File: config.mk
export PLATFORM = sky130hd
export DESIGN_NAME = wme_write_mode_ext
export DESIGN_NICKNAME = d
export VERILOG_FILES = /design/src/hw/wme_write_mode_ext.v
export VERILOG_INCLUDE_DIRS = /design/src /design/src/inc
export SDC_FILE = /design/constraint.sdc
export NUM_CORES = 1
export LEC_CHECK = 0
export BUFFER_PORTS_ARGS = -buffer_cell sky130_fd_sc_hd__buf_2
export CORE_MARGIN = 1
export CORE_UTILIZATION = 45
export DETAILED_ROUTE_END_ITERATION = 8
export PLACE_DENSITY = 0.85
export SETUP_SLACK_MARGIN = 0.2
export SLEW_MARGIN = 0
export SYNTH_ARGS = -nofsm -noshare
export SYNTH_HDL_FRONTEND = slang
export SYNTH_SLANG_ARGS = --single-unit
File: constraint.sdc
create_clock -name ref_clk -period 2.9 [get_ports ref_clk]
set_clock_uncertainty 0.05 [all_clocks]
set_input_delay 0.58 -clock ref_clk [delete_from_list [all_inputs] [get_ports ref_clk]]
set_output_delay 0.58 -clock ref_clk [all_outputs]
set_load 0.02 [all_outputs]
File: src/inc/wme_regs.vh
// register offsets, field positions and reset values of the write mode block
`ifndef WME_REGS_VH
`define WME_REGS_VH
`define WME_CTRL_INDEX 8'h0b
`define WME_CTRL_RESET 8'h0f
`define WME_CTRL_MASK 8'h3f
`define WME_BIT_OFS_EN 0
`define WME_BIT_BY8 1
`define WME_BIT_EXT_WR 2
`define WME_BIT_LATCH8 3
`define WME_BIT_PIX16 4
`define WME_BIT_GRAN 5
`define WME_GMODE_EXT_BIT 2
`define WME_SHIFT_BY8 3'h3
`define WME_SHIFT_BY16 3'h4
`define WME_BYTES_LATCH4 5'h04
`define WME_BYTES_LATCH8 5'h08
`define WME_XFER_BY8 5'h08
`define WME_XFER_BY16 5'h10
`define WME_XFER_ONE 5'h01
`endif

File: src/hw/wme_write_mode_ext.v
// write mode extension control register and address/offset formation
`timescale 1ns/1ps
`include "wme_regs.vh"

module wme_write_mode_ext (
    ref_clk,
    rst_n,
    reg_index,
    reg_wr,
    reg_wdata,
    reg_rdata,
    graphics_mode_register,
    first_bank_offset,
    second_bank_offset,
    cpu_addr,
    mem_addr,
    addr_shift,
    latch_bytes,
    xfer_bytes,
    ext_write_mode_sel,
    wide_latch_en
);
    input wire ref_clk;
    input wire rst_n;
    input wire [7:0] reg_index;
    input wire reg_wr;
    input wire [7:0] reg_wdata;
    output reg [7:0] reg_rdata;
    input wire [7:0] graphics_mode_register;
    input wire [7:0] first_bank_offset;
    input wire [7:0] second_bank_offset;
    input wire [22:0] cpu_addr;
    output reg [22:0] mem_addr;
    output reg [2:0] addr_shift;
    output reg [4:0] latch_bytes;
    output reg [4:0] xfer_bytes;
    output reg ext_write_mode_sel;
    output reg wide_latch_en;

    ////////////////////////////////////////////////////////////////////
    // decode helpers
    ////////////////////////////////////////////////////////////////////

    // one index decode shared by the write path and the read path
    function is_ctrl_index;
        input [7:0] idx;
        begin
            is_ctrl_index = (idx == `WME_CTRL_INDEX);
        end
    endfunction

    // host address shift for the given mode bits
    function [2:0] shift_of;
        input pix_on;
        input by8_on;
        begin
            if (pix_on) begin
                // by-8 bit is a don't care here
                shift_of = `WME_SHIFT_BY16;
            end else if (by8_on) begin
                shift_of = `WME_SHIFT_BY8;
            end else begin
                shift_of = 3'h0;
            end
        end
    endfunction

    // bytes that one host byte may write in the given mode
    function [4:0] xfer_of;
        input pix_on;
        input by8_on;
        input ext_on;
        begin
            if (pix_on) begin
                xfer_of = `WME_XFER_BY16;
            end else if (by8_on && ext_on) begin
                xfer_of = `WME_XFER_BY8;
            end else begin
                xfer_of = `WME_XFER_ONE;
            end
        end
    endfunction

    ////////////////////////////////////////////////////////////////////
    // control register
    ////////////////////////////////////////////////////////////////////

    reg [7:0] ctrl_q;
    reg [7:0] ctrl_d;
    wire ctrl_hit;
    wire ofs_en;
    wire by8;
    wire ext_wr;
    wire latch8;
    wire pix16;
    wire gran;

    assign ctrl_hit = is_ctrl_index(reg_index);
    assign ofs_en = ctrl_q[`WME_BIT_OFS_EN];
    assign by8 = ctrl_q[`WME_BIT_BY8];
    assign ext_wr = ctrl_q[`WME_BIT_EXT_WR];
    assign latch8 = ctrl_q[`WME_BIT_LATCH8];
    // pix16 only acts with extended writes on
    assign pix16 = ctrl_q[`WME_BIT_PIX16] & ext_wr;
    assign gran = ctrl_q[`WME_BIT_GRAN];

    always @* begin
        ctrl_d = ctrl_q;
        if (reg_wr && ctrl_hit) begin
            // reserved bits 7:6 are not stored and read zero
            ctrl_d = reg_wdata & `WME_CTRL_MASK;
        end
    end

    always @(posedge ref_clk) begin
        if (!rst_n) begin
            ctrl_q <= `WME_CTRL_RESET;
        end else begin
            ctrl_q <= ctrl_d;
        end
    end

    // reads have no side effect, so read data is purely combinational
    always @* begin
        if (is_ctrl_index(reg_index)) begin
            reg_rdata = ctrl_q;
        end else begin
            reg_rdata = 8'h00;
        end
    end

    ////////////////////////////////////////////////////////////////////
    // bank offset selection
    ////////////////////////////////////////////////////////////////////

    reg [7:0] ofs_d;

    always @* begin
        // with offset enable held clear, bit 15 never matters
        if (ofs_en && cpu_addr[15]) begin
            ofs_d = second_bank_offset;
        end else begin
            ofs_d = first_bank_offset;
        end
    end

    ////////////////////////////////////////////////////////////////////
    // address shifter
    ////////////////////////////////////////////////////////////////////

    wire [2:0] shift_d;
    wire [22:0] shifted_d;

    assign shift_d = shift_of(pix16, by8);

    // one mux per address bit; zeros fill from below and bits pushed
    // past the top are lost, so software must keep the window in range
    genvar gi;
    generate
        for (gi = 0; gi < 23; gi = gi + 1) begin : g_shift
            wire bit_by8;
            wire bit_by16;
            if (gi >= 3) begin : g_lo3
                assign bit_by8 = cpu_addr[gi - 3];
            end else begin : g_z3
                assign bit_by8 = 1'b0;
            end
            if (gi >= 4) begin : g_lo4
                assign bit_by16 = cpu_addr[gi - 4];
            end else begin : g_z4
                assign bit_by16 = 1'b0;
            end
            assign shifted_d[gi] =
                (shift_d == `WME_SHIFT_BY16) ? bit_by16 :
                (shift_d == `WME_SHIFT_BY8) ? bit_by8 :
                cpu_addr[gi];
        end
    endgenerate

    ////////////////////////////////////////////////////////////////////
    // offset addition
    ////////////////////////////////////////////////////////////////////

    wire [22:0] ofs_add_d;
    wire [22:0] base_d;

    // coarse granularity drops offset bit 7 and lands two bits higher
    assign ofs_add_d = gran ? {2'h0, ofs_d[6:0], 14'h0000} :
        {3'h0, ofs_d, 12'h000};

    // carry out of bit 22 is dropped: the window wraps, by intent
    assign base_d = shifted_d + ofs_add_d;

    ////////////////////////////////////////////////////////////////////
    // registered outputs
    ////////////////////////////////////////////////////////////////////

    // all outputs but reg_rdata follow the control register one edge later, which
    // keeps the read path free of the adder's delay
    always @(posedge ref_clk) begin
        if (!rst_n) begin
            mem_addr <= 23'h000000;
            addr_shift <= 3'h0;
            latch_bytes <= `WME_BYTES_LATCH4;
            xfer_bytes <= `WME_XFER_ONE;
            ext_write_mode_sel <= 1'b0;
            wide_latch_en <= 1'b0;
        end else begin
            mem_addr <= base_d;
            addr_shift <= shift_d;
            wide_latch_en <= latch8;
            if (latch8) begin
                latch_bytes <= `WME_BYTES_LATCH8;
            end else begin
                latch_bytes <= `WME_BYTES_LATCH4;
            end
            ext_write_mode_sel <= ext_wr &
                graphics_mode_register[`WME_GMODE_EXT_BIT];
            xfer_bytes <= xfer_of(pix16, by8, ext_wr);
        end
    end

endmodule // wme_write_mode_ext

======== Yosys cells after proc, flatten, opt, wreduce, memory -nomap -nowiden ========
Index checks and enable logic that the tools add are counted.
word-level totals
  flip-flop bits (word level) ............. 44
  output and inout port bits .............. 46
  word-level logic and storage cells ...... 73
  input port bits ......................... 66
cells by class
  eq/ne operators ......................... 3
  reduce and logical (&&, ||, !) cells .... 4
  muxes and demuxes ....................... 54
  add/subtract/negate cells ............... 1
  bitwise logic cells ..................... 3
operators with widths
  operator                                             count
  2-to-1 mux 1 bit                                     46
  adder 23 x 21 -> 23 bit                              1
  2-to-1 mux 21 bit                                    1
  equality test 8 x 4 -> 1 bit, second input constant  1
  2-to-1 mux 4 bit                                     2
  2-to-1 mux 8 bit                                     1
  2-to-1 mux 6 bit                                     1
  2-to-1 mux 5 bit                                     1
  equality test 3 x 2 -> 1 bit, second input constant  1
  equality test 3 bit, second input constant           1
  logical AND 1 bit                                    3
  2-to-1 mux 3 bit                                     1
  AND 1 bit                                            2
  2-to-1 mux 2 bit                                     1
  OR reduction 2 bit                                   1
  inverter 1 bit                                       1

======== Depth between registers and ports, before layout ========
Gate-level depths: netlist of run 1.
  depth in word-level cells ............... 6
  depth in mapped cells ................... 13
  gate-level depth less buffers ........... 11

======== Worst setup path after synthesis of run 1 ========
No wires, ideal clock.
  path kind ............................... reg-to-reg
  start ................................... register ctrl_q[2]
  end ..................................... register mem_addr[22]
  required time ........................... 2.778 ns
  library setup time ...................... 0.072 ns
  cell stages (with the launch flop) ...... 14
  arrival time ............................ 2.396 ns
  clock period less this slack ............ 2.518 ns
  buffers on the path ..................... 2
  slack ................................... 0.382 ns
  path through ............................ dfxtp_1 nand2_1 buf_2 buf_1 nor2_1 a21oi_1 ha_1 inv_1 fa_1 nor2b_1 o21a_1 o21bai_1 a21oi_1 mux2i_1
between the ends
  cells in the longest elaborated chain, start to end .. 6
  elaborated cells between the ends (all ways) .. 51
  classes of those cells .................. add/sub (1); eq/ne (2); mux (47); bitwise (1)
ends and longest elaborated chain
  element                                        RTL line                  source
  start: declaration                             wme_write_mode_ext.v:88   reg [7:0] ctrl_q;
  start signal: assignment                       wme_write_mode_ext.v:117  ctrl_q <= `WME_CTRL_RESET;
  start signal: assignment                       wme_write_mode_ext.v:119  ctrl_q <= ctrl_d;
  AND 1 bit (*)                                  wme_write_mode_ext.v:104  assign pix16 = ctrl_q[`WME_BIT_PIX16] & ext_wr;
  2-to-1 mux 3 bit (*)                           wme_write_mode_ext.v:57   if (pix_on) begin
  equality test 3 x 2 -> 1 bit (no source line)  --
  2-to-1 mux 1 bit                               wme_write_mode_ext.v:175  (shift_d == `WME_SHIFT_BY8) ? bit_by8 :
  2-to-1 mux 1 bit                               wme_write_mode_ext.v:174  (shift_d == `WME_SHIFT_BY16) ? bit_by16 :
  adder 23 x 21 -> 23 bit (*)                    wme_write_mode_ext.v:192  assign base_d = shifted_d + ofs_add_d;
  end signal: assignment                         wme_write_mode_ext.v:209  mem_addr <= base_d;
  end: declaration                               wme_write_mode_ext.v:33   output reg [22:0] mem_addr;
Mark *: on every way between the ends. The rest lies on a longest branch, timed or not.
A chain may end at the register's enable or synchronous reset.

======== Final worst setup path of run 1 ========
  start ................................... input port cpu_addr[15]
  end ..................................... register mem_addr[21]
between the ends
  cells in the longest elaborated chain, start to end .. 4
  elaborated cells between the ends (all ways) .. 9
  classes of those cells .................. add/sub (1); mux (7); reduce/logical (1)
ends and longest elaborated chain
  element                      RTL line                  source
  start: declaration           wme_write_mode_ext.v:32   input wire [22:0] cpu_addr;
  logical AND 1 bit            wme_write_mode_ext.v:140  if (ofs_en && cpu_addr[15]) begin
  2-to-1 mux 8 bit             wme_write_mode_ext.v:140
  2-to-1 mux 21 bit            wme_write_mode_ext.v:188  assign ofs_add_d = gran ? {2'h0, ofs_d[6:0], 14'h0000} :
  adder 23 x 21 -> 23 bit (*)  wme_write_mode_ext.v:192
Marks and branches as above.

==> impl_metrics.toml, run 1 <==
[run_status]
status = "completed"

[sta]
rsz0062_at_grt = "true"
fin_setup_tns_ns = 0
slew_viol_final = 0
setup_ws_ns = 0.349
period_share_pct = 88.0
worst_slew_pin_slew_ns = 0.644
hold_viol = 0
layout_min_cycle_time_ns = 2.55
setup_viol = 0
slew_headroom_pct = 57.0
fmax_mhz = 392

[placed_design]
dpl_cell_area_um2 = 2660
portBuffers = 95
pre_cts_ws_ns = 0.117
dp_hpwl_um = 3930
gp_congestion = 0.902
dp.cells = 386

[grt]
antenna_found_initial = 0
grt_pass1_wl_um = 8250
grt_usage_pct = 20.9
grt_pass1_vias = 1880
grt_overflow_total = 0
grt_max_degree = 25

[yosys]
synth_area_leader_cell = "dfxtp_1"
synth.mux.area_fraction_pct = 16.0
yosys_warnings = 0
yosysUniqueCellTypes = 41
yosys_register_bits = 36
synth_cells = 238
synth_area_leaders = "dfxtp_1, mux2i_1, ha_1"
synth_top_area_share_pct = 34.4
syn_area_um2 = 2100
synth_xor_xnor_area_share_pct = 1.25
synth_compound_area_share_pct = 14.1
synth_top_family_by_area = "simple AND/OR/NAND/NOR gates"
yosysSeqAreaShare_pct = 34.4
synth-simple-area-share_pct = 20.1
yosys.area_share.adder_pct = 6.33
syn_avg_cell_area_um2 = 8.81

[setup_path]
endpoint_kind = "flip-flop"
cp.required_ns = 3.00
worstPathArrival_ns = 2.66
critical_path.max_fanout = 4
critical_path.most_common_cell = "mux2i_1"
start_kind = "input pin"
crit_chain = "buf_2 > nand2_1 > buf_4 > mux2i_1 > mux2i_1 > ha_1 > and3_1 > a221oi_1 > o21ai_1 > xor2_1 > nor2_1"
critPathMaxStageDelay_ns = 0.40
path_class = "in2reg"
cp_slowest_cell = "a221oi_1"

[detailed_routing]
wirelength_um = 4990
drt-vias-per-instance = 5.28
drtAntennaViolNets = 0
vias = 2082
drc = 0
drt_first_pass_iters = 4
wl_per_cell_um = 12.7
drt_iter0_markers = 83

[final_layout]
final_core_util_pct = 62.9
drive_above_1_share_pct = 38.6
n_antenna_cell = 0
post-route-cell-area_um2 = 2780
nets = 417
final_common_cell = "buf_2"
instances_no_fill = 394
n_fill_cell = 370
area_delta_synth_final_pct = 32.5
layout_common_cells = "buf_2, dfxtp_1, mux2i_1, nor2_1, buf_4"

[hold_path]
hold_class = "reg2reg"

[power_and_ir_drop]
power_density_nw_per_um2 = 462
ir_worst_vdd_mv = 0.232
leakagePower_nw = 1.56

[floorplanning]
die_area_um2 = 4930
core_area_um2 = 4410
dieHeight_um = 70.2
io-pin-count = 112
initial_core_util_pct = 47.5
die_w_um = 70.2
num_rows = 24

[clock_network]
clk_latency_ns = 0.29
cts_root_buf = "clkbuf_8"
tritoncts = "built"
cts.sink_count = 36
clockBufferDepth = 2
postCtsHoldBufs = 0
htree_levels = 2
cts_made_buffers = 5
cts.clk_slew.worst_paths_ns = 0.07

[run]
maxCapViolCount = 0
## kinds of logic after synthesis
kind of cell | Yosys count
compound gates | 46
buf+inv | 28
other cells | 1
fa+ha+maj | 10
simple gates | 83
xor+xnor | 3
mux | 31
flops | 36
## power breakdown
group / internal, W / total [W] / switching (W) / leakage [nW]
sequential: 0.000526 / 0.000532 / 0.00000640 / 0.298
combinational: 0.000140 / 0.000316 / 0.000175 / 1.20
clock: 0.000255 / 0.000434 / 0.000179 / 0.0552
total: 0.000921 / 0.00128 / 0.000360 / 1.56
## metrics by stage
stage | hold slack [ns] | power (W)
6_report | 0.433 | 0.00128
5_1_grt | 0.461 | 0.00133
3_3_place_gp | 0.405 | 0.000846
2_1_floorplan | 0.373 | 0.000736
4_1_cts | 0.425 | 0.00129
3_5_place_dp | 0.408 | 0.000855
## critical path: cells and delay by family
kind | cells | cell delay, ns
AND/OR/NAND/NOR | 3 | 0.38
multiplexers | 2 | 0.41
adder cells (fa/ha/maj) | 1 | 0.33
XOR/XNOR | 1 | 0.15
buffers and inverters | 2 | 0.25
AO/OA/AOI/OAI | 2 | 0.54
## per-layer routing
metal	up-vias	GRT usage (%)	routed length, um
li1	1027	-	-
met1	951	24.3	2100
met2	94	37.8	2470
met3	10	4.76	356
met4	0	6.00	70
met5	-	0	0
## cell type report
class                           instances  area, um^2  area share, %
Multi-Input combinational cell        180        1240           44.8
Sequential cell                        36         721           26.0
Timing Repair Buffer                  112         616           22.2
Clock buffer                            6        72.6           2.61
Tap cell                               52        65.1           2.34
Clock inverter                          2        35.0           1.26
Inverter                                6        22.5          0.811
## state kept, by name, summed over array words and instances, names as in the netlist
register,cells
xfer_bytes,2
ext_write_mode_sel,1
mem_addr,23
latch_bytes,2
addr_shift,2
ctrl_q,6
## final timing paths
check	startpoint	to	slack (ns)	depth (start not counted)
worst min register to register	ctrl_q[2]$_SDFFE_PN1P_	xfer_bytes[0]$_SDFF_PN1_	0.43	1
worst min-delay path	ctrl_q[2]$_SDFFE_PN1P_	xfer_bytes[0]$_SDFF_PN1_	0.43	1
worst max-delay path	cpu_addr[15]	mem_addr[21]$_SDFF_PN0_	0.35	11
worst max register to register	ctrl_q[0]$_SDFFE_PN1P_	mem_addr[21]$_SDFF_PN0_	0.39	10
## timing repair
action / 4_1_cts / 5_1_grt
setup endpoints to repair: 0 / 2
resized for setup: 0 / 2
endpoints found under the hold margin: 0 / 0
buffers inserted: 0 / 0
## Yosys cell counts, drive strengths merged
| library cell | number |
|---|---|
| a211oi | 11 |
| a211o | 1 |
| clkbuf | 4 |
| nor2b | 3 |
| a21oi | 16 |
| o21a | 3 |
| o211a | 1 |
| o21ai | 5 |
| mux4 | 2 |
| xnor2 | 2 |
| mux2i | 29 |
| nand4b | 1 |
| and4b | 1 |
| nor2 | 29 |
| buf | 18 |
| conb | 1 |
| xor2 | 1 |
| and3 | 4 |
| and2 | 11 |
| or4 | 1 |
| and4 | 1 |
| nand2b | 1 |
| inv | 6 |
| a21o | 4 |
| o21bai | 2 |
| nand3 | 12 |
| o211ai | 1 |
| a221oi | 1 |
| nand2 | 14 |
| nor3 | 5 |
| a31oi | 1 |
| ha | 9 |
| fa | 1 |
| dfxtp | 36 |
Power figures use the tool's default switching activity.
==> run 2: changes to the inputs <==
==> constraint.sdc (replaced) <==
create_clock -name ref_clk -period 2.9 [get_ports ref_clk]
set_clock_uncertainty 0.05 [all_clocks]
set_input_delay 0.29 -clock ref_clk [delete_from_list [all_inputs] [get_ports ref_clk]]
set_output_delay 0.29 -clock ref_clk [all_outputs]
set_load 0.02 [all_outputs]
==> run 2 against run 1 <==
Against the previous run: count of clock-buffer cells in the layout did not move; largest power group unchanged; register-to-register slack improved by 0.03 ns; largest cell class unchanged; via count fell by 4.5%; worst hold slack got worse by 0.25 ns.
==> impl_metrics.toml, run 2 (synthesized netlist as in run 1, its figures left out) <==
[clock_network]
postCtsSetupBuffers = 0
cts.sink_count = 36
cts.clk_slew.worst_paths_ns = 0.07
postCtsHoldBufs = 0
cts_resized = 0
clockBufferDepth = 2
htree_levels = 2
cts_made_buffers = 5
clk_latency_ns = 0.28
cts_root_buf = "clkbuf_8"
tritoncts = "built"

[placed_design]
dp.cells = 374
dp_hpwl_um = 3710
portBuffers = 95
gp_congestion = 0.862
dpl_cell_area_um2 = 2560

[final_layout]
layout_common_cells = "buf_2, dfxtp_1, mux2i_1, nor2_1, a21oi_1"
n_antenna_cell = 0
final_common_cell = "buf_2"
drive_above_1_share_pct = 37.0
instances_no_fill = 382
nets = 405
area_delta_synth_final_pct = 27.9
regMostFlops = "mem_addr"
reg_top3 = "mem_addr: 23 flops, ctrl_q: 6 flops"
largest_register_ffs = 23
post-route-cell-area_um2 = 2680

[hold_path]
hold_class = "in2reg"
worstHoldPathCells = 3
whs_endpoint = "ctrl_q[3]$_SDFFE_PN1P_"
min_from = "reg_wdata[3]"

[floorplanning]
io-pin-count = 112
initial_core_util_pct = 47.5
num_rows = 24
core_area_um2 = 4410
die_area_um2 = 4930
die_w_um = 70.2
dieHeight_um = 70.2

[power_and_ir_drop]
power_density_nw_per_um2 = 466
ir_worst_vdd_mv = 0.188
seqPwrFrac_pct = 42.6
power_frac_clock_pct = 34.3
internal_power_w = 0.000901
switching_power_w = 0.000347
combPwrFrac_pct = 23.1
leakagePower_nw = 1.49
switching_share_pct = 27.8

[detailed_routing]
drtAntennaViolNets = 0
drt_first_pass_iters = 4
drt-vias-per-instance = 5.20
vias = 1988
wirelength_um = 4820
drt_iter0_markers = 85
wl_per_cell_um = 12.6
drc = 0

[setup_path]
start_kind = "flip-flop"
path_class = "reg2reg"
critical_path.max_fanout = 5
worstPathArrival_ns = 2.58
cp.required_ns = 3.00
r2r_setup_slack_ns = 0.42
endpoint_kind = "flip-flop"
critPathMaxStageDelay_ns = 0.54
cp_top_family = "compound AO/OA/AOI/OAI gates"
crit_chain = "mux4_2 > ha_1 > a21o_1 > a221oi_1 > o21ai_1 > xor2_1 > nor2_1"
r2r_cells = 7
cp.depth = 7
cp_slowest_cell = "mux4_2"
r2r-end = "mem_addr[21]$_SDFF_PN0_"
reg2reg_from = "ctrl_q[5]$_SDFFE_PN0P_"
crit_buf_inv = 0

[sta]
setup_viol = 0
worst_slew_pin_slew_ns = 0.623
slew_viol_final = 0
slew_headroom_pct = 58.4
layout_min_cycle_time_ns = 2.48
rsz0062_at_grt = "false"
hold_viol = 0
period_share_pct = 85.6
fin_setup_tns_ns = 0
fmax_mhz = 403

[grt]
grt_usage_pct = 20.0
antenna_found_initial = 0
grt_max_degree = 22
grt_pass1_vias = 1736
grt_overflow_total = 0
grt_pass1_wl_um = 7750

[run_status]
status = "completed"

[run]
maxCapViolCount = 0
## run 2: how the worst max path moves through the flow
| stage | startpoint | end | slack [ns] |
|---|---|---|---|
| after floorplan | ctrl_q[2]$_SDFFE_PN1P_ | mem_addr[22]$_SDFF_PN0_ | 0.38 |
| after global placement | cpu_addr[15] | mem_addr[22]$_SDFF_PN0_ | 0.26 |
| after detailed placement | cpu_addr[15] | mem_addr[22]$_SDFF_PN0_ | 0.20 |
| after CTS | ctrl_q[0]$_SDFFE_PN1P_ | mem_addr[22]$_SDFF_PN0_ | 0.22 |
| after global routing | ctrl_q[2]$_SDFFE_PN1P_ | mem_addr[21]$_SDFF_PN0_ | 0.22 |
| final | ctrl_q[5]$_SDFFE_PN0P_ | mem_addr[21]$_SDFF_PN0_ | 0.42 |
## run 2: worst register-to-register path, cell delays in order (launching register included)
cell	delay [ns]
dfxtp_1	0.40
mux4_2	0.54
ha_1	0.38
a21o_1	0.25
a221oi_1	0.34
o21ai_1	0.16
xor2_1	0.18
nor2_1	0.06
## run 2: cell type report
class                   instances  area, um^2
fillers                       395        1730
clock buffers                   6        72.6
multi-input cells             180        1250
well taps                      52        65.1
repair buffers                100         513
flip-flops and latches         36         723
inverters                       6        22.5
clock inverters                 2        35.0
## run 2: metrics by stage
step / hold WS, ns / power (W) / util [%] / setup WS [ns]
floorplan: 0.362 / 0.000736 / - / 0.382
global placement: 0.406 / 0.000822 / 58.0 / 0.255
detailed placement: 0.409 / 0.000829 / 58.0 / 0.196
CTS: 0.182 / 0.00126 / 60.4 / 0.218
global route: 0.193 / 0.00131 / 60.7 / 0.221
finish: 0.183 / 0.00125 / 60.7 / 0.416
## run 2: power by group through the flow
| stage | clock network, W | registers (W) | logic, W |
|---|---|---|---|
| 4_1_cts | 0.000438 | 0.000533 | 0.000288 |
| 3_5_place_dp | 0 | 0.000544 | 0.000285 |
| 6_report | 0.000428 | 0.000532 | 0.000288 |
| 5_1_grt | 0.000455 | 0.000535 | 0.000316 |
| 3_3_place_gp | 0 | 0.000544 | 0.000279 |
| 2_1_floorplan | 0 | 0.000586 | 0.000149 |
## run 2: metal layers
layer	vias up	part of all wire (%)	track usage, %
met5	-	0	0
met4	0	1.8	6.89
met3	9	7.3	5.77
met2	87	47	34.7
met1	889	44	23.4
li1	1003	-	-
